<file path="src/acc_params.svh">
// Purpose: Constants for the converter calibration control block
// Assumes: clock_i is the conversion clock
// Notes: Calibration and sampling times are kept in their own unit and their cycle counts derive from them; approximation and gain are given in cycles
`ifndef ACC_PARAMS_SVH
`define ACC_PARAMS_SVH
`define ACC_COEF_WORDS 4
`define ACC_CAL_TIME_US 24000
`define ACC_CAL_REF_MHZ 32
`define ACC_CAL_CYCLES (`ACC_CAL_TIME_US * `ACC_CAL_REF_MHZ)
`define ACC_T_SPL_NS 250
`define ACC_CLK_PERIOD_NS 8
`define ACC_SPL_CYCLES ((`ACC_T_SPL_NS + `ACC_CLK_PERIOD_NS - 1) / `ACC_CLK_PERIOD_NS)
`define ACC_SAR_CYCLES 18
`define ACC_GAIN_CYCLES 10
`define ACC_IRQ_SEL_CAL 2'h3
`define ACC_IRQ_SEL_SCAN 2'h1
`define ACC_DIAG_OFFSET 2'h2
`define ACC_AVG_MAX_LOG2 3'h4
`define ACC_CH_PAIRED_LAST 5'h07
`define ACC_POS_MAX 16'h7FFF
`define ACC_COEF_RST 16'h0000
`endif

</file>
<file path="src/acc_pkg.sv">
// Purpose: Types shared by the calibration control modules
// Assumes: Nothing beyond the constants header
// Notes: States are one-hot
package acc_pkg;
    typedef enum logic [6:0] {
        ST_LOAD = 7'h01,
        ST_IDLE = 7'h02,
        ST_CAL_LIN = 7'h04,
        ST_CAL_GAIN = 7'h08,
        ST_SAMPLE = 7'h10,
        ST_SAR = 7'h20,
        ST_GAIN = 7'h40
    } acc_state_t;
    typedef logic signed [15:0] acc_word_t;
endpackage

</file>
<file path="src/acc_avg_if.sv">
// Purpose: Carries corrected samples to the averager and the mean back
// Assumes: One clock domain
// Notes: clr restarts accumulation
`timescale 1ns/1ps
interface acc_avg_if;
    import acc_pkg::*;
    logic clr;
    logic in_valid;
    acc_word_t sample;
    logic [2:0] log2;
    logic out_valid;
    acc_word_t avg;
    modport ctrl (output clr, output in_valid, output sample, output log2, input out_valid, input avg);
    modport avgr (input clr, input in_valid, input sample, input log2, output out_valid, output avg);
endinterface

</file>
<file path="src/acc_ctrl.sv">
// Purpose: Calibration, coefficient load and result control for a 16-bit converter
// Assumes: clock_i is the conversion clock; raw_code_i is the signed array code
// Notes: Word 0 of the coefficients is the offset, the rest belong to linearity
// Behaviour
// - Execute bit sets start flag, starts calibration
// - Linearity phase, then gain phase, then idle
// - Calibration end interrupt when select is 11b
// - Flag high during calibration, cleared at end
// - Calibration lasts 24 ms at 32 MHz
// - Coefficients load from nonvolatile memory at startup
// - Diagnosis select 10 offset, 01/11 gain
// - Unsigned single-ended channels give 0 to 32767
// - Odd paired channels negative, or inverted
// - Differential and diagnosis results are signed
// - Averaging two to sixteen conversions
// - Approximation 18 cycles, gain 10 cycles
`timescale 1ns/1ps
`include "acc_params.svh"
module acc_ctrl
    import acc_pkg::*;
#(
    parameter int CAL_CYCLES = `ACC_CAL_CYCLES,
    parameter int COEF_WORDS = `ACC_COEF_WORDS
) (
    input wire logic clock_i,
    input wire logic rst_i,
    input wire logic calibration_execute_i,
    input wire logic trigger_i,
    input wire logic [1:0] interrupt_source_select_i,
    input wire logic [1:0] self_diag_level_select_i,
    input wire logic odd_channel_invert_i,
    input wire logic diff_mode_i,
    input wire logic self_diag_i,
    input wire logic [4:0] channel_i,
    input wire logic [2:0] avg_select_i,
    input wire logic [15:0] raw_code_i,
    output logic nvm_rd_o,
    output logic [1:0] nvm_addr_o,
    input wire logic nvm_valid_i,
    input wire logic [15:0] nvm_data_i,
    output logic conversion_start_flag_o,
    output logic scan_end_irq_o,
    output logic cal_lin_o,
    output logic cal_gain_o,
    output logic diag_offset_sel_o,
    output logic diag_gain_sel_o,
    output logic [15:0] result_o,
    output logic result_valid_o,
    output logic [15:0] offset_coef_o
);
    localparam int GAIN_CAL = CAL_CYCLES / 4;
    localparam int LIN_CAL = CAL_CYCLES - GAIN_CAL;

    typedef struct packed {
        acc_state_t st;
        logic [23:0] cnt;
        logic [23:0] cal_len;
        logic [1:0] nvm_addr;
        logic [COEF_WORDS-1:0][15:0] coef;
        logic [COEF_WORDS-1:0][15:0] shadow;
        logic flag;
        logic irq;
        logic diag_off;
        logic diag_gain;
        logic g_busy;
        logic [3:0] g_cnt;
        logic [15:0] g_data;
        logic [4:0] conv_cnt;
        logic diff;
        logic diag;
        logic inv;
        logic [4:0] ch;
        logic [2:0] avg_log2;
        logic [15:0] result;
        logic res_valid;
    } acc_st_t;

    acc_st_t s_reg;
    acc_st_t s_next;
    acc_avg_if avg_if ();
    logic [2:0] log2_sel;
    logic gain_done;
    logic cal_end;
    logic start_conv;

    acc_avg u_avg (
        .clock_i(clock_i),
        .rst_i(rst_i),
        .av(avg_if.avgr)
    );

    // Offset removal with saturation to the signed word
    function automatic acc_word_t sat_sub(input acc_word_t a, input acc_word_t b);
        logic signed [16:0] d;
        d = 17'(a) - 17'(b);
        if (d > 17'sh07FFF) begin
            sat_sub = 16'sh7FFF;
        end else if (d < -17'sh08000) begin
            sat_sub = -16'sh8000;
        end else begin
            sat_sub = d[15:0];
        end
    endfunction

    function automatic logic [15:0] fmt(input acc_word_t v, input logic diff, input logic diag,
                                        input logic [4:0] ch, input logic inv);
        logic signed [16:0] neg;
        neg = -17'(v);
        fmt = v;
        if (diff || diag) begin
            fmt = v;
        end else if (ch <= `ACC_CH_PAIRED_LAST && ch[0]) begin
            if (!inv) begin
                fmt = (v > 16'sh0000) ? 16'h0000 : v;
            end else if (neg < 17'sh00000) begin
                fmt = 16'h0000;
            end else if (neg > 17'sh07FFF) begin
                fmt = `ACC_POS_MAX;
            end else begin
                fmt = neg[15:0];
            end
        end else begin
            fmt = (v < 16'sh0000) ? 16'h0000 : v;
        end
    endfunction

    assign log2_sel = (avg_select_i > `ACC_AVG_MAX_LOG2) ? `ACC_AVG_MAX_LOG2 : avg_select_i;
    assign gain_done = s_reg.g_busy && s_reg.g_cnt == 4'(`ACC_GAIN_CYCLES - 1);
    assign cal_end = s_reg.st == ST_CAL_GAIN && s_reg.cnt == 24'(GAIN_CAL - 1);
    assign start_conv = s_reg.st == ST_IDLE && !calibration_execute_i && trigger_i;

    assign avg_if.clr = start_conv;
    assign avg_if.in_valid = gain_done;
    assign avg_if.sample = sat_sub(s_reg.g_data, s_reg.coef[0]);
    assign avg_if.log2 = s_reg.avg_log2;

    always_comb begin
        s_next = s_reg;
        s_next.irq = 1'b0;
        s_next.res_valid = 1'b0;
        s_next.diag_off = self_diag_level_select_i == `ACC_DIAG_OFFSET;
        s_next.diag_gain = self_diag_level_select_i[0];
        if (gain_done) begin
            s_next.g_busy = 1'b0;
        end else if (s_reg.g_busy) begin
            s_next.g_cnt = s_reg.g_cnt + 4'h1;
        end
        if (avg_if.out_valid) begin
            s_next.result = fmt(avg_if.avg, s_reg.diff, s_reg.diag, s_reg.ch, s_reg.inv);
            s_next.res_valid = 1'b1;
        end
        case (s_reg.st)
            ST_LOAD: begin
                if (nvm_valid_i) begin
                    s_next.coef[s_reg.nvm_addr] = nvm_data_i;
                    s_next.shadow[s_reg.nvm_addr] = nvm_data_i;
                    s_next.nvm_addr = s_reg.nvm_addr + 2'h1;
                    if (s_reg.nvm_addr == 2'(COEF_WORDS - 1)) begin
                        s_next.st = ST_IDLE;
                    end
                end
            end
            ST_IDLE: begin
                if (calibration_execute_i) begin
                    s_next.flag = 1'b1;
                    s_next.st = ST_CAL_LIN;
                    s_next.cnt = '0;
                    s_next.cal_len = 24'h000001;
                end else if (trigger_i) begin
                    s_next.flag = 1'b1;
                    s_next.st = ST_SAMPLE;
                    s_next.cnt = '0;
                    s_next.conv_cnt = '0;
                    s_next.diff = diff_mode_i;
                    s_next.diag = self_diag_i;
                    s_next.inv = odd_channel_invert_i;
                    s_next.ch = channel_i;
                    s_next.avg_log2 = log2_sel;
                end
            end
            ST_CAL_LIN: begin
                s_next.cnt = s_reg.cnt + 24'h1;
                s_next.cal_len = s_reg.cal_len + 24'h1;
                if (s_reg.cnt == 24'(LIN_CAL - 1)) begin
                    for (int i = 1; i < COEF_WORDS; i++) begin
                        s_next.shadow[i] = raw_code_i;
                    end
                    s_next.st = ST_CAL_GAIN;
                    s_next.cnt = '0;
                end
            end
            ST_CAL_GAIN: begin
                s_next.cnt = s_reg.cnt + 24'h1;
                s_next.cal_len = s_reg.cal_len + 24'h1;
                if (cal_end) begin
                    s_next.coef = s_reg.shadow;
                    s_next.coef[0] = raw_code_i;
                    s_next.shadow[0] = raw_code_i;
                    s_next.flag = 1'b0;
                    s_next.irq = interrupt_source_select_i == `ACC_IRQ_SEL_CAL;
                    s_next.st = ST_IDLE;
                end
            end
            ST_SAMPLE: begin
                s_next.cnt = s_reg.cnt + 24'h1;
                if (s_reg.cnt == 24'(`ACC_SPL_CYCLES - 1)) begin
                    s_next.st = ST_SAR;
                    s_next.cnt = '0;
                end
            end
            ST_SAR: begin
                s_next.cnt = s_reg.cnt + 24'h1;
                if (s_reg.cnt == 24'(`ACC_SAR_CYCLES - 1)) begin
                    s_next.g_busy = 1'b1;
                    s_next.g_cnt = '0;
                    s_next.g_data = raw_code_i;
                    s_next.conv_cnt = s_reg.conv_cnt + 5'h01;
                    s_next.cnt = '0;
                    if (s_reg.conv_cnt + 5'h01 == 5'(5'h01 << s_reg.avg_log2)) begin
                        s_next.st = ST_GAIN;
                    end else begin
                        s_next.st = ST_SAMPLE;
                    end
                end
            end
            ST_GAIN: begin
                if (avg_if.out_valid) begin
                    s_next.flag = 1'b0;
                    s_next.irq = interrupt_source_select_i == `ACC_IRQ_SEL_SCAN;
                    s_next.st = ST_IDLE;
                end
            end
            default: begin
                s_next.st = ST_IDLE;
            end
        endcase
    end

    always_ff @(posedge clock_i) begin
        if (rst_i) begin
            s_reg <= '0;
            s_reg.st <= ST_LOAD;
        end else begin
            s_reg <= s_next;
        end
    end

    assign nvm_rd_o = s_reg.st == ST_LOAD;
    assign nvm_addr_o = s_reg.nvm_addr;
    assign conversion_start_flag_o = s_reg.flag;
    assign scan_end_irq_o = s_reg.irq;
    assign cal_lin_o = s_reg.st == ST_CAL_LIN;
    assign cal_gain_o = s_reg.st == ST_CAL_GAIN;
    assign diag_offset_sel_o = s_reg.diag_off;
    assign diag_gain_sel_o = s_reg.diag_gain;
    assign result_o = s_reg.result;
    assign result_valid_o = s_reg.res_valid;
    assign offset_coef_o = s_reg.coef[0];
endmodule

</file>
<file path="src/acc_avg.sv">
// Purpose: Averages 2**log2 consecutive samples
// Assumes: log2 stays stable while a burst is collected
// Notes: Arithmetic shift floors negative means
`timescale 1ns/1ps
`include "acc_params.svh"
module acc_avg
    import acc_pkg::*;
(
    input wire logic clock_i,
    input wire logic rst_i,
    acc_avg_if.avgr av
);
    typedef struct packed {
        logic signed [20:0] sum;
        logic [4:0] cnt;
        logic out_valid;
        acc_word_t avg;
    } acc_avg_st_t;

    acc_avg_st_t s_reg;
    acc_avg_st_t s_next;
    logic [4:0] target;
    logic signed [20:0] total;

    assign target = 5'(5'h01 << av.log2);
    assign total = s_reg.sum + 21'(av.sample);

    always_comb begin
        s_next = s_reg;
        s_next.out_valid = 1'b0;
        if (av.clr) begin
            s_next.sum = '0;
            s_next.cnt = '0;
        end else if (av.in_valid) begin
            if (s_reg.cnt + 5'h01 == target) begin
                s_next.avg = 16'(total >>> av.log2);
                s_next.out_valid = 1'b1;
                s_next.sum = '0;
                s_next.cnt = '0;
            end else begin
                s_next.sum = total;
                s_next.cnt = s_reg.cnt + 5'h01;
            end
        end
    end

    always_ff @(posedge clock_i) begin
        if (rst_i) begin
            s_reg <= '0;
        end else begin
            s_reg <= s_next;
        end
    end

    assign av.out_valid = s_reg.out_valid;
    assign av.avg = s_reg.avg;
endmodule

</file>
<file path="config.mk">
export PLATFORM = sky130hd
export DESIGN_NAME = acc_ctrl
export DESIGN_NICKNAME = d
export VERILOG_FILES = /design/src/acc_pkg.sv /design/src/acc_avg_if.sv /design/src/acc_ctrl.sv /design/src/acc_avg.sv
export VERILOG_INCLUDE_DIRS = /design/src /design/src/src
export SDC_FILE = /design/constraint.sdc
export NUM_CORES = 1
export LEC_CHECK = 0
export ABC_CLOCK_PERIOD_IN_PS = 5900
export BUFFER_PORTS_ARGS = -buffer_cell sky130_fd_sc_hd__buf_4
export CAP_MARGIN = 20
export CORE_MARGIN = 5
export CORE_UTILIZATION = 61
export DETAILED_ROUTE_END_ITERATION = 6
export PLACE_DENSITY = 0.81
export SETUP_SLACK_MARGIN = 0.5
export SLEW_MARGIN = 10
export SYNTH_ARGS = -nofsm -noshare
export SYNTH_HDL_FRONTEND = slang
export SYNTH_HIERARCHICAL = 1
export SYNTH_SLANG_ARGS = --single-unit
</file>
<file path="constraint.sdc">
create_clock -name clock_i -period 5.9 [get_ports clock_i]
set_input_delay 0.295 -clock clock_i [delete_from_list [all_inputs] [get_ports clock_i]]
set_output_delay 0.295 -clock clock_i [all_outputs]
set_load 0.005 [all_outputs]
</file>
Yosys cells after proc, flatten, opt, wreduce, memory -nomap -nowiden
Index checks and enable logic that the tools add are counted.
Widths: inputs -> output; s select.
{"block": "totals", "reg_bits": 262, "output_inout_bits": 42, "word_cells": 155}
{"block": "op_classes", "n_addsub": 8, "order_cmp": 10, "eq_ne": 28, "n_shift": 2, "n_mux": 49, "bitwise_logic": 3, "reduce_logical": 25}
{"op": "$mux 16", "count": 12}
{"op": "$mux 31", "count": 5}
{"op": "$bwmux 64", "count": 2}
{"op": "$mux 128", "count": 1}
{"op": "$pmux 64 s2", "count": 1}
{"op": "$pmux 24 s5", "count": 1}
{"op": "$pmux 48 s2", "count": 1}
{"op": "$mux 64", "count": 1}
{"op": "$mux 26", "count": 2}
{"op": "$pmux 7 s7", "count": 1}
{"op": "$eq 24x5->1 const B", "count": 2}
{"op": "$mux 48", "count": 1}
{"op": "$mux 7", "count": 5}
{"op": "$gt 17x16->1 const B", "count": 2}
{"op": "$demux 16 s2", "count": 1}
{"op": "$pmux 16 s2", "count": 1}
{"op": "$add 24x1->24 const B", "count": 1}
{"op": "$eq 24x18->1 const B", "count": 1}
{"op": "$eq 24x20->1 const B", "count": 1}
{"op": "$add 21x16->21", "count": 1}
{"op": "$mux 21", "count": 1}
{"op": "$sshr 21x3->16", "count": 1}
{"op": "$mux 18", "count": 1}
{"op": "$lt 17x1->1 const B", "count": 1}
{"op": "other kinds (48)", "count": 78}

Longest topological paths before layout
Gate-level depths: netlist of run 1.
{"block": "depth", "ltp_word": 7, "mapped_depth": 21, "mapped_depth_nobuf": 20}

Cells and area by module
Netlist of run 1, hierarchy kept.
{"module": "acc_ctrl", "instances": 1, "cells_per_inst": 913, "area_per_inst_um2": 6932.9, "seq_area_each_um2": 2102.0}
{"module": "acc_avg", "instances": 1, "cells_per_inst": 499, "area_per_inst_um2": 3863.7, "seq_area_each_um2": 860.8}

Least setup slack after synthesis of run 1
No wires, ideal clock.
{"block": "synth_path", "path_kind": "register to register", "start": "reg s_reg[33] (netlist name)", "end": "reg u_avg.s_reg (netlist bit u_avg/av.avg[10])", "setup_ns": 0.079, "arrival_time_ns": 4.845, "required_time_ns": 5.821, "path_slack_ns": 0.976, "stages_incl_launch_ff": 22, "path_buffers": 2, "period_less_slack_ns": 4.924, "cell_sequence": "dfxtp_1 > inv_1 > ha_1 > fa_1 > nor2b_1 > o211ai_1 > a211oi_1 > o22ai_1 > or3_1 > a41oi_1 > buf_2 > inv_1 > ha_1 > clkbuf_1 > nand2_1 > o21ai_1 > mux2_2 > a21oi_1 > nand4_1 > o311a_1 > a2111o_1 > a211oi_2"}
{"block": "synth_via", "elab_chain_len": 6, "word_cells_on_any_way": 7, "classes_between": "add/sub: 2; order compare: 2; shift: 1; mux: 2"}
{"element": "start: declaration", "line": "acc_ctrl.sv:78", "rtl": "acc_st_t s_reg;"}
{"element": "start signal: assignment", "line": "acc_ctrl.sv:244", "rtl": "s_reg <= s_next;"}
{"element": "$sub 16x16->17 (*)", "line": "acc_ctrl.sv:95", "rtl": "d = 17'(a) - 17'(b);"}
{"element": "$lt 17x16->1", "line": "acc_ctrl.sv:98", "rtl": "end else if (d < -17'sh08000) begin"}
{"element": "$mux 16", "line": "acc_ctrl.sv:98"}
{"element": "$mux 16 (*)", "line": "acc_ctrl.sv:96", "rtl": "if (d > 17'sh07FFF) begin"}
{"element": "via avg_if.sample[15]", "line": "acc_avg_if.sv:9", "rtl": "acc_word_t sample;"}
{"element": "$add 21x16->21 (*)", "line": "acc_avg.sv:26", "rtl": "assign total = s_reg.sum + 21'(av.sample);"}
{"element": "$sshr 21x3->16 (*)", "line": "acc_avg.sv:36", "rtl": "s_next.avg = 16'(total >>> av.log2);"}
{"element": "end signal: assignment", "line": "acc_avg.sv:51", "rtl": "s_reg <= s_next;"}
{"element": "end: declaration", "line": "acc_avg.sv:20", "rtl": "acc_avg_st_t s_reg;"}
The timed path passes the listed nets; every way through them passes the cells marked *.
A chain may end at the register's enable or synchronous reset.

Final worst setup path of run 1
{"block": "layout_path", "start": "reg s_reg (netlist bit offset_coef_o[6])", "end": "reg u_avg.s_reg (netlist bit u_avg/av.avg[10])"}
The elaborated chain is that of the path after synthesis.

==> results.toml, run 1 <==
[synthesis]
syn-mean-instance-area_um2 = 7.65
ys_ff_latch = 148
syn_area_um2 = 10800
post_synth_num_cell_types = 92
async_flop_share = 0
yosysTopAreaCellShare = 0.274
synth_edf_count = 0
yosysTopAreaCell = "dfxtp_1"
yosys_warnings = 6
syn_inst = 1412
syn_nets = 1513
synthTopCellsByArea = "dfxtp_1 (27%), nand2_1 (5.7%), a21oi_1 (5.6%)"
seq_area_frac_synth = 0.274
synth_flop_cell = "dfxtp_1"

[sta]
tightest_slew_ps = 1010
whs_ps = 18.9
hold_viol = 0
rsz0062_at_grt = "false"
period_share = 0.888
relSlewSlack = 0.325
setup_viol = 0
fin_worst_skew_ps = 10.9
tns_ps = 0
max_freq_ghz = 0.191
period_minus_slack_ps = 5240
drv_slew = 0

[placement]
port_buffers = 91
gp_congestion = 0.954
hpwl_um = 19500

[routing]
drc = 0
dr.pass1.iters = 6
drt_iter0_markers = 844
ant_nets = 0
routed_wl_um = 27600
avgViaCountPerCell = 6.28
vias = 10300
wl_per_cell_um = 16.8

[hold_path]
hp-class = "input port to flop"

[floorplan]
rows = 48
ios = 94
die_x_um = 143
die_h_um = 143
die-area_um2 = 20500
start_util = 0.622
core_um2 = 17400

[flow_run]
drv_cap = 0

[setup_path]
r2r-end = "u_avg/av.avg[10]"
arrival_ps = 5510
critical_path_class = "flop to flop"
endpoint = "u_avg/av.avg[10]"
r2r_slack_ps = 660
worstPathRequired_ps = 6170
critPathLaunch = "offset_coef_o[6]"
r2r_start = "offset_coef_o[6]"
worstSetupEndpointType = "flop"
path_max_fanout = 5
cp-start-kind = "flop"
r2r_cells = 19

[final_layout]
nets = 1507
largest_reg_flops = 63
areaGrowthSynthToFinish_pct = 9.90
drive_gt1_frac = 0.144
fill_cells = 1423
antennaDiodeCount = 0

[cts]
insertion_delay_ps = 440
clk_pin_slew_worst_paths_ps = 70
numCtsBuffers = 17
cts_root_buf = "clkbuf_16"
cts_max_level = 4
cts_tree = "built"
clockBufferDepth = 2
cts.sinks = 148

[global_routing]
grt_use_total = 0.262
grt_overflow_total = 0
grt_pass1_wl_um = 44900
grt_pass1_vias = 9353
antenna_found_initial = 0
grt_max_degree = 93

[pwr]
leakagePower_nw = 4.39
power_density_nw_per_um2 = 323
ir_drop_uv = 246

[outcome]
outcome = "completed"
[cell families (layout without fill, tap and decap cells)]
logic type	after synthesis	count (layout)	share of synthesized area
AND/OR/NAND/NOR	573	573	0.261
AO/OA/AOI/OAI	361	361	0.229
buffers and inverters	185	192	0.0862
flip-flops	148	148	0.274
adder cells (fa/ha/maj)	64	64	0.0721
XOR/XNOR	60	60	0.0487
multiplexers	21	21	0.0280
[layout by cell type (no fill, tap or decap), types with 7 or more instances in the layout]
master and instances:
a211oi_1 10, a311oi_1 34, nor4_1 19, o21a_1 8, or2_2 13, nand2_1 163
buf_4 106, nand4_1 17, a21o_1 11, dfxtp_1 148, inv_1 50, o21ai_1 7
nand3_1 77, clkbuf_16 17, nor2b_1 11, maj3_1 15, nor3b_1 11, a21oi_1 119
a31oi_1 13, xnor2_1 36, nor3_1 40, ha_1 47, and3_1 9, o211ai_1 12
or3_1 14, mux4_2 7, o21bai_1 7, o21ai_0 45, a22oi_1 12, mux2i_1 10
xor2_1 23, nor2_1 134, nand2b_1 18
[worst min path at each step]
stage	from	to	slack (ps)	cells past startpoint
after global routing	self_diag_level_select_i[0]	diag_offset_sel_o	20	2
after CTS	self_diag_level_select_i[0]	diag_offset_sel_o	5	2
after detailed placement	s_reg[33]	s_reg[33]	450	2
after global placement	s_reg[33]	s_reg[33]	440	2
after floorplan	self_diag_level_select_i[0]	diag_offset_sel_o	370	1
final	self_diag_level_select_i[0]	diag_offset_sel_o	20	2
[cell type report]
cell class              count  area, um^2  area share
multi-input cells        1079        7020       0.592
flip-flops and latches    148        2960       0.250
repair buffers            108         812      0.0684
clock buffers              20         447      0.0376
well taps                 225         282      0.0237
inverters                  52         195      0.0165
clock inverters            12         145      0.0122
[synth_stat cells (34+ instances only)]
| cell type | count |
|---|---|
| nand2_1 | 163 |
| dfxtp_1 | 148 |
| nor2_1 | 134 |
| a21oi_1 | 121 |
| nand3_1 | 77 |
| clkbuf_1 | 63 |
| buf_4 | 50 |
| inv_1 | 50 |
| ha_1 | 47 |
| o21ai_0 | 47 |
| nor3_1 | 40 |
| xnor2_1 | 37 |
| a311oi_1 | 34 |
[metal layers]
layer / global-route usage / vias to the layer above / share of wire
met1: 0.363 / 4843 / 0.45
met4: 0.0805 / 0 / 0.015
met5: 0 / - / 0
met2: 0.415 / 345 / 0.47
li1: - / 5087 / -
met3: 0.0482 / 43 / 0.064
[worst max-delay path: stages (launching register included)]
cell and delay [ps]:
dfxtp_1 350, inv_1 50, ha_1 360, a21oi_1 180
o21ai_0 150, a31oi_1 280, a21boi_2 130, a221oi_2 360
xnor2_2 190, buf_4 180, maj3_1 400, fa_1 460
a21o_1 210, a221oi_4 390, o21ai_4 150, a211oi_2 270
xnor2_1 170, mux4_2 520, a21oi_2 170, a211oi_2 80
[power by group]
group | switching, W | internal (W) | total, W
registers | 0.0000284 | 0.00103 | 0.00106
logic | 0.000995 | 0.000670 | 0.00167
clock network | 0.000467 | 0.000642 | 0.00111
total | 0.00149 | 0.00234 | 0.00383
[what timing repair did]
| item | CTS | global route |
|---|---|---|
| hold buffers | 0 | 0 |
| gates cloned | 0 | 1 |
| pin swaps | 0 | 4 |
| buffers inserted | 0 | 6 |
| endpoints found under the setup margin | 4 | 17 |
| gates resized for setup | 1 | 19 |
[stage by stage]
| stage | setup slack, ps | std cells | power [W] | cell area, um^2 | utilization |
|---|---|---|---|---|---|
| after floorplan | 976 | 1412 | 0.00229 | 10800 | - |
| final | 661 | 1644 | 0.00383 | 11900 | 0.684 |
| after global placement | 624 | 1604 | 0.00259 | 11100 | 0.640 |
| after global routing | 447 | 1644 | 0.00404 | 11900 | 0.684 |
| after CTS | 593 | 1637 | 0.00373 | 11700 | 0.675 |
| after detailed placement | 540 | 1605 | 0.00262 | 11100 | 0.641 |
No activity file was read; power rests on OpenSTA's default activity.
==> run 2, diff against run 1 <==
--- a/config.mk
+++ b/config.mk
@@ -6,11 +6,13 @@
 export SDC_FILE = /design/constraint.sdc
 export NUM_CORES = 1
 export LEC_CHECK = 0
+export ABC_AREA = 1
 export ABC_CLOCK_PERIOD_IN_PS = 5900
 export BUFFER_PORTS_ARGS = -buffer_cell sky130_fd_sc_hd__buf_4
 export CAP_MARGIN = 20
 export CORE_MARGIN = 5
 export CORE_UTILIZATION = 61
+export CTS_CLUSTER_SIZE = 16
 export DETAILED_ROUTE_END_ITERATION = 6
 export PLACE_DENSITY = 0.81
 export SETUP_SLACK_MARGIN = 0.5
==> run 2 against run 1 <==
  * Cell area grew 1.2%
  * Setup slack better by 690 ps
  * First-iteration DRC count is 5.3% lower
  * Non-clock buffer count fell by 13
  * Critical path depth up 5
  * Flip-flop and latch count is the same
  * Die area up 3.1%
  * Sequential power up 6%
==> results.toml, run 2 <==
[routing]
vias = 11300
dr.pass1.iters = 7
wl_per_cell_um = 14.4
routed_wl_um = 28800
drc = 0
ant_nets = 0
drt_iter0_markers = 799
avgViaCountPerCell = 5.64

[global_routing]
grt_overflow_total = 0
antenna_found_initial = 0
grt_use_total = 0.269
grt_pass1_wl_um = 49300
grt_max_degree = 43
grt_pass1_vias = 10700

[synthesis]
yosys_warnings = 6
async_flop_share = 0
seq_area_frac_synth = 0.266
ys_ff_latch = 148
yosysTopAreaCellShare = 0.266
synthTopCellsByArea = "dfxtp_1 (27%), nand2_1 (15%), nand3_1 (7.5%)"
post_synth_num_cell_types = 66
synth_common_cells = "nand2_1 (442), inv_1 (195), nand3_1 (167)"
syn_area_um2 = 11200
syn_nets = 1851
yosysTopAreaCell = "dfxtp_1"
yosysMostFrequentCell = "nand2_1"
syn-mean-instance-area_um2 = 6.37
syn_inst = 1750
synth_flop_cell = "dfxtp_1"
synth_edf_count = 0

[floorplan]
start_util = 0.621
die_x_um = 145
die-area_um2 = 21100
rows = 49
die_h_um = 145
ios = 94
core_um2 = 18000

[final_layout]
layout_commonest_cell = "nand2_1"
final_cell_mix = "nand2_1 (442), inv_1 (195), nand3_1 (167), dfxtp_1 (148), a21oi_1 (145)"
antennaDiodeCount = 0
nets = 1855
drive_gt1_frac = 0.101
areaGrowthSynthToFinish_pct = 7.63
largest_reg_flops = 63

[pwr]
leakagePower_nw = 5.72
ir_drop_uv = 291
power_density_nw_per_um2 = 373

[sta]
tns_ps = 0
period_minus_slack_ps = 4550
rsz0062_at_grt = "false"
drv_slew = 0
fin_worst_skew_ps = 15.0
tightest_slew_ps = 884
hold_viol = 0
period_share = 0.772
setup_viol = 0
relSlewSlack = 0.410
max_freq_ghz = 0.220
fin_ws_ps = 1350

[setup_path]
cpLargestDelayFamily = "simple AND/OR/NAND/NOR gates"
path_max_fanout = 15
critical_path_class = "flop to flop"
worstSetupEndpointType = "flop"
critPathMaxStageDelay_ps = 440
slowest_stage = "fa_1"
critical_path.cell_chain = "ha_1 -> fa_1 -> nor4_1 -> nor2_1 -> o21ai_2 -> nand4_1 -> nand2_1 -> xor2_1 -> nor2_2 -> o21ai_0 -> ha_1 -> fa_1 -> nand3_1 -> nand3_1 -> nand2_1 -> nand2_1 -> nand2_1 -> nand3_1 -> nand3_1 -> nand3_1 -> nand3_1 -> nand3_1 -> nand2_1 -> inv_1"
arrival_ps = 4880
cp_common_cell = "nand3_1"
path_buf_inv = 1
cp-start-kind = "flop"
worstPathRequired_ps = 6230

[cts]
clk_pin_slew_worst_paths_ps = 70
clockBufferDepth = 2
cts_max_level = 4
ctsHoldBuffers = 0
cts_root_buf = "clkbuf_16"
cts_tree = "built"
numCtsBuffers = 17
cts.sinks = 148
insertion_delay_ps = 440

[placement]
port_buffers = 91
place_worst_setup_slack_ps = 1190
gp_congestion = 0.954
hpwl_um = 21400

[flow_run]
drv_cap = 0

[outcome]
outcome = "completed"

[hold_path]
hp-class = "input port to flop"
## run 2: cell count changes after synthesis, moves of 12 or more
cell / before / now
nand2_1: 163 / 442
inv_1: 50 / 195
nand3_1: 77 / 167
o21ai_0: 47 / 94
clkbuf_1: 63 / 28
a311oi_1: 34 / 2
a21oi_1: 121 / 145
xnor2_1: 37 / 14
a31oi_1: 13 / 34
nand2b_1: 18 / 0
maj3_1: 15 / 0
a21oi_2: 0 / 13
or3_1: 14 / 1
nor2b_1: 12 / 0
## run 2: final timing paths
kind	cells past startpoint	slack, ps	end	startpoint
worst min-delay path	2	30	diag_offset_sel_o	self_diag_level_select_i[0]
worst max register to register	24	1350	u_avg/av.avg[11]	offset_coef_o[0]
worst max-delay path	24	1350	u_avg/av.avg[11]	offset_coef_o[0]
worst min register to register	2	470	s_reg[20]	s_reg[20]
## run 2: kinds of logic (layout without fill, tap and decap cells)
group           count (synthesis)  in the layout  synth area share
buf+inv                       317            334             0.138
simple gates                  853            853             0.333
compound gates                334            334             0.168
xor+xnor                       47             47            0.0369
flops                         148            148             0.266
fa+ha+maj                      49             49            0.0563
mux                             2              2           0.00180
## run 2: area by class of cell
type | count | area (um^2)
inverter | 207 | 785
tap | 229 | 287
clock inverter | 15 | 175
fill | 1627 | 5960
timing repair buffer | 95 | 713
sequential | 148 | 2960
multi-input combinational | 1285 | 6660
clock buffer | 17 | 425
## run 2: worst reg2reg max path, cell delays in order, from the launching register on
cell     delay, ps
dfxtp_1        340
ha_1           250
fa_1           430
nor4_1         290
nor2_1         130
o21ai_2        200
nand4_1        100
nand2_1         80
xor2_1         100
nor2_2         350
o21ai_0        150
ha_1           270
fa_1           440
nand3_1        100
nand3_1        180
nand2_1        110
nand2_1        110
nand2_1        100
nand3_1        120
nand3_1        130
nand3_1        120
nand3_1        150
nand3_1        110
nand2_1         70
inv_1           30
## run 2: power breakdown
| part | leakage [nW] | switching, W | internal (W) |
|---|---|---|---|
| clock | 0.296 | 0.000503 | 0.000608 |
| sequential | 1.20 | 0.0000588 | 0.00106 |
| combinational | 4.23 | 0.00150 | 0.000738 |
## run 2: layer usage
layer  track usage  part of all wire  up-vias
li1              -                 -     5737
met1         0.354              0.45     5139
met2         0.448              0.46      338
met3        0.0465             0.056       53
met4        0.0886             0.025        0
met5             0                 0        -
## run 2: through the flow
step	cell area (um^2)	hold WS (ps)	std cells	utilization	power (W)
2_1_floorplan	11200	367	1750	-	0.00287
3_3_place_gp	11400	448	1964	0.635	0.00329
3_5_place_dp	11400	461	1964	0.635	0.00333
4_1_cts	12000	15.9	1996	0.668	0.00446
5_1_grt	12000	17.5	1996	0.668	0.00484
6_report	12000	26.5	1996	0.668	0.00447
## run 2: timing repair
item	4_1_cts	5_1_grt
setup endpoints to repair	0	2
resized for setup	0	1
buffers inserted	0	0
==> run 3, diff against run 2 <==
--- a/config.mk
+++ b/config.mk
@@ -7,14 +7,14 @@
 export NUM_CORES = 1
 export LEC_CHECK = 0
 export ABC_AREA = 1
-export ABC_CLOCK_PERIOD_IN_PS = 5900
+export ABC_CLOCK_PERIOD_IN_PS = 4010
 export BUFFER_PORTS_ARGS = -buffer_cell sky130_fd_sc_hd__buf_4
 export CAP_MARGIN = 20
 export CORE_MARGIN = 5
-export CORE_UTILIZATION = 61
+export CORE_UTILIZATION = 56
 export CTS_CLUSTER_SIZE = 16
 export DETAILED_ROUTE_END_ITERATION = 6
-export PLACE_DENSITY = 0.81
+export PLACE_DENSITY = 0.78
 export SETUP_SLACK_MARGIN = 0.5
 export SLEW_MARGIN = 10
 export SYNTH_ARGS = -nofsm -noshare
==> constraint.sdc (replaced) <==
create_clock -name clock_i -period 4.01 [get_ports clock_i]
set_input_delay 0.2005 -clock clock_i [delete_from_list [all_inputs] [get_ports clock_i]]
set_output_delay 0.2005 -clock clock_i [all_outputs]
set_load 0.005 [all_outputs]
==> run 3 against run 2 <==
  * Routed wire length up 16%
  * Register-to-register slack worse by 1300 ps
  * Critical endpoint is now u_avg/av.avg[10]
  * First-iteration DRC count rose by 14%
  * Flip-flop and latch count stayed put
  * Clock power grew 53%
  * Highest routed layer unchanged
==> results.toml, run 3 (same netlist as run 2, synthesis figures left out) <==
[outcome]
outcome = "completed"

[sta]
fin_worst_skew_ps = 10.9
max_freq_ghz = 0.251
rsz0062_at_grt = "true"
tightest_slew_ps = 999
hold_viol = 0
drv_slew = 0
period_minus_slack_ps = 3980
relSlewSlack = 0.334
period_share = 0.992
setup_viol = 0

[setup_path]
cp_common_cell = "nand2_2"
critPathMaxStageDelay_ps = 410
worstSetupEndpointType = "flop"
critical_path.cell_chain = "inv_1 -> ha_1 -> a21oi_2 -> nand2_1 -> a21oi_1 -> nand2_2 -> xor2_2 -> buf_6 -> buf_12 -> nand2_8 -> o21ai_2 -> ha_4 -> nand2_2 -> nor2_2 -> inv_1 -> nor3_1 -> nand2_2 -> nand3_2 -> nand3_1 -> nand3_2 -> nand2_1 -> a21oi_2 -> nor2_1"
cpLargestDelayFamily = "simple AND/OR/NAND/NOR gates"
worstPathRequired_ps = 4340
critPathLaunch = "offset_coef_o[15]"
arrival_ps = 4310
cp-start-kind = "flop"
slowest_stage = "ha_1"
r2r_start = "offset_coef_o[15]"
path_max_fanout = 8
path_buf_inv = 4
critical_path_class = "flop to flop"

[final_layout]
instances_no_fill = 2119
layout_commonest_cell = "nand2_1"
regArea_um2 = 2980
areaGrowthSynthToFinish_pct = 25.5
largest_reg_flops = 63
multiInputGateArea_um2 = 7810
antennaDiodeCount = 0
drive_gt1_frac = 0.243
final_cell_mix = "nand2_1 (387), inv_1 (187), buf_4 (150), dfxtp_1 (138), nor2_1 (132)"
nets = 1942
fill_cells = 1596

[placement]
place_inst = 2031
gp_congestion = 0.920
port_buffers = 91
hpwl_um = 21300

[cts]
cts_root_buf = "clkbuf_16"
clk_pin_slew_worst_paths_ps = 70
cts.sinks = 148
cts_max_level = 4
clockBufferDepth = 2
cts_tree = "built"
numCtsBuffers = 17
insertion_delay_ps = 440

[flow_run]
drv_cap = 0

[global_routing]
grt_use_total = 0.271
grt_overflow_total = 0
antenna_found_initial = 0
grt_pass1_vias = 11000
grt_max_degree = 39
grt_pass1_wl_um = 51200

[pwr]
power_density_nw_per_um2 = 651
leakagePower_nw = 6.43
p_total_w = 0.00910
ir_drop_uv = 424

[routing]
routed_wl_um = 33400
ant_nets = 0
wl_per_cell_um = 15.7
avgViaCountPerCell = 5.70
vias = 12100
drc = 0
drt_iter0_markers = 910
dr.pass1.iters = 6

[floorplan]
start_util = 0.571
core_um2 = 19500
die_h_um = 151
die_x_um = 151
ios = 94
rows = 51
die-area_um2 = 22800

[hold_path]
hp-class = "input port to flop"
min_from = "self_diag_i"
## run 3: stage by stage
step / hold WS (ps) / util / instance area [um^2] / worst slack, ps / TNS (ps)
2_1_floorplan: 272 / - / 11200 / 497 / 0
3_3_place_gp: 367 / 0.600 / 11700 / -74.7 / -423
3_5_place_dp: 373 / 0.600 / 11700 / -165 / -1790
4_1_cts: 1.60 / 0.679 / 13300 / 130 / 0
5_1_grt: 32.4 / 0.717 / 14000 / -186 / -2120
6_report: 4.55 / 0.717 / 14000 / 32.4 / 0
## run 3: power breakdown
part	switching, W	leakage (nW)	internal, W	total [W]
sequential	0.0000898	1.20	0.00157	0.00166
combinational	0.00334	4.94	0.00240	0.00574
clock	0.000752	0.292	0.000947	0.00170
total	0.00418	6.43	0.00492	0.00910
## run 3: repair_timing
action	CTS	global route
endpoints found under the hold margin	15	0
gates resized for setup	139	124
cloned	1	0
hold buffers	15	0
pin swaps	58	55
buffers inserted	19	21
setup endpoints to repair	35	35
## run 3: per-layer routing
| metal | part of all wire | GRT usage |
|---|---|---|
| met5 | 0 | 0 |
| met4 | 0.031 | 0.0970 |
| met3 | 0.057 | 0.0494 |
| met2 | 0.49 | 0.451 |
| met1 | 0.42 | 0.351 |
## run 3: final timing paths
kind / endpoint / slack [ps] / cells after the start
worst min-delay path: s_reg[26] / 5 / 3
worst max-delay path: u_avg/av.avg[10] / 30 / 23
worst min register to register: s_reg[20] / 480 / 2
worst max register to register: u_avg/av.avg[10] / 30 / 23
## run 3: area by class of cell
type,count,area share
Multi-Input combinational cell,1286,0.558
Timing Repair Buffer,181,0.105
Clock inverter,15,0.0134
Tap cell,265,0.0237
Inverter,207,0.0563
Sequential cell,148,0.213
Clock buffer,17,0.0304
## run 3: tightest hold or removal path, cell delays in order
cell,delay [ps]
buf_4,80
nor2_1,40
nor2_1,90
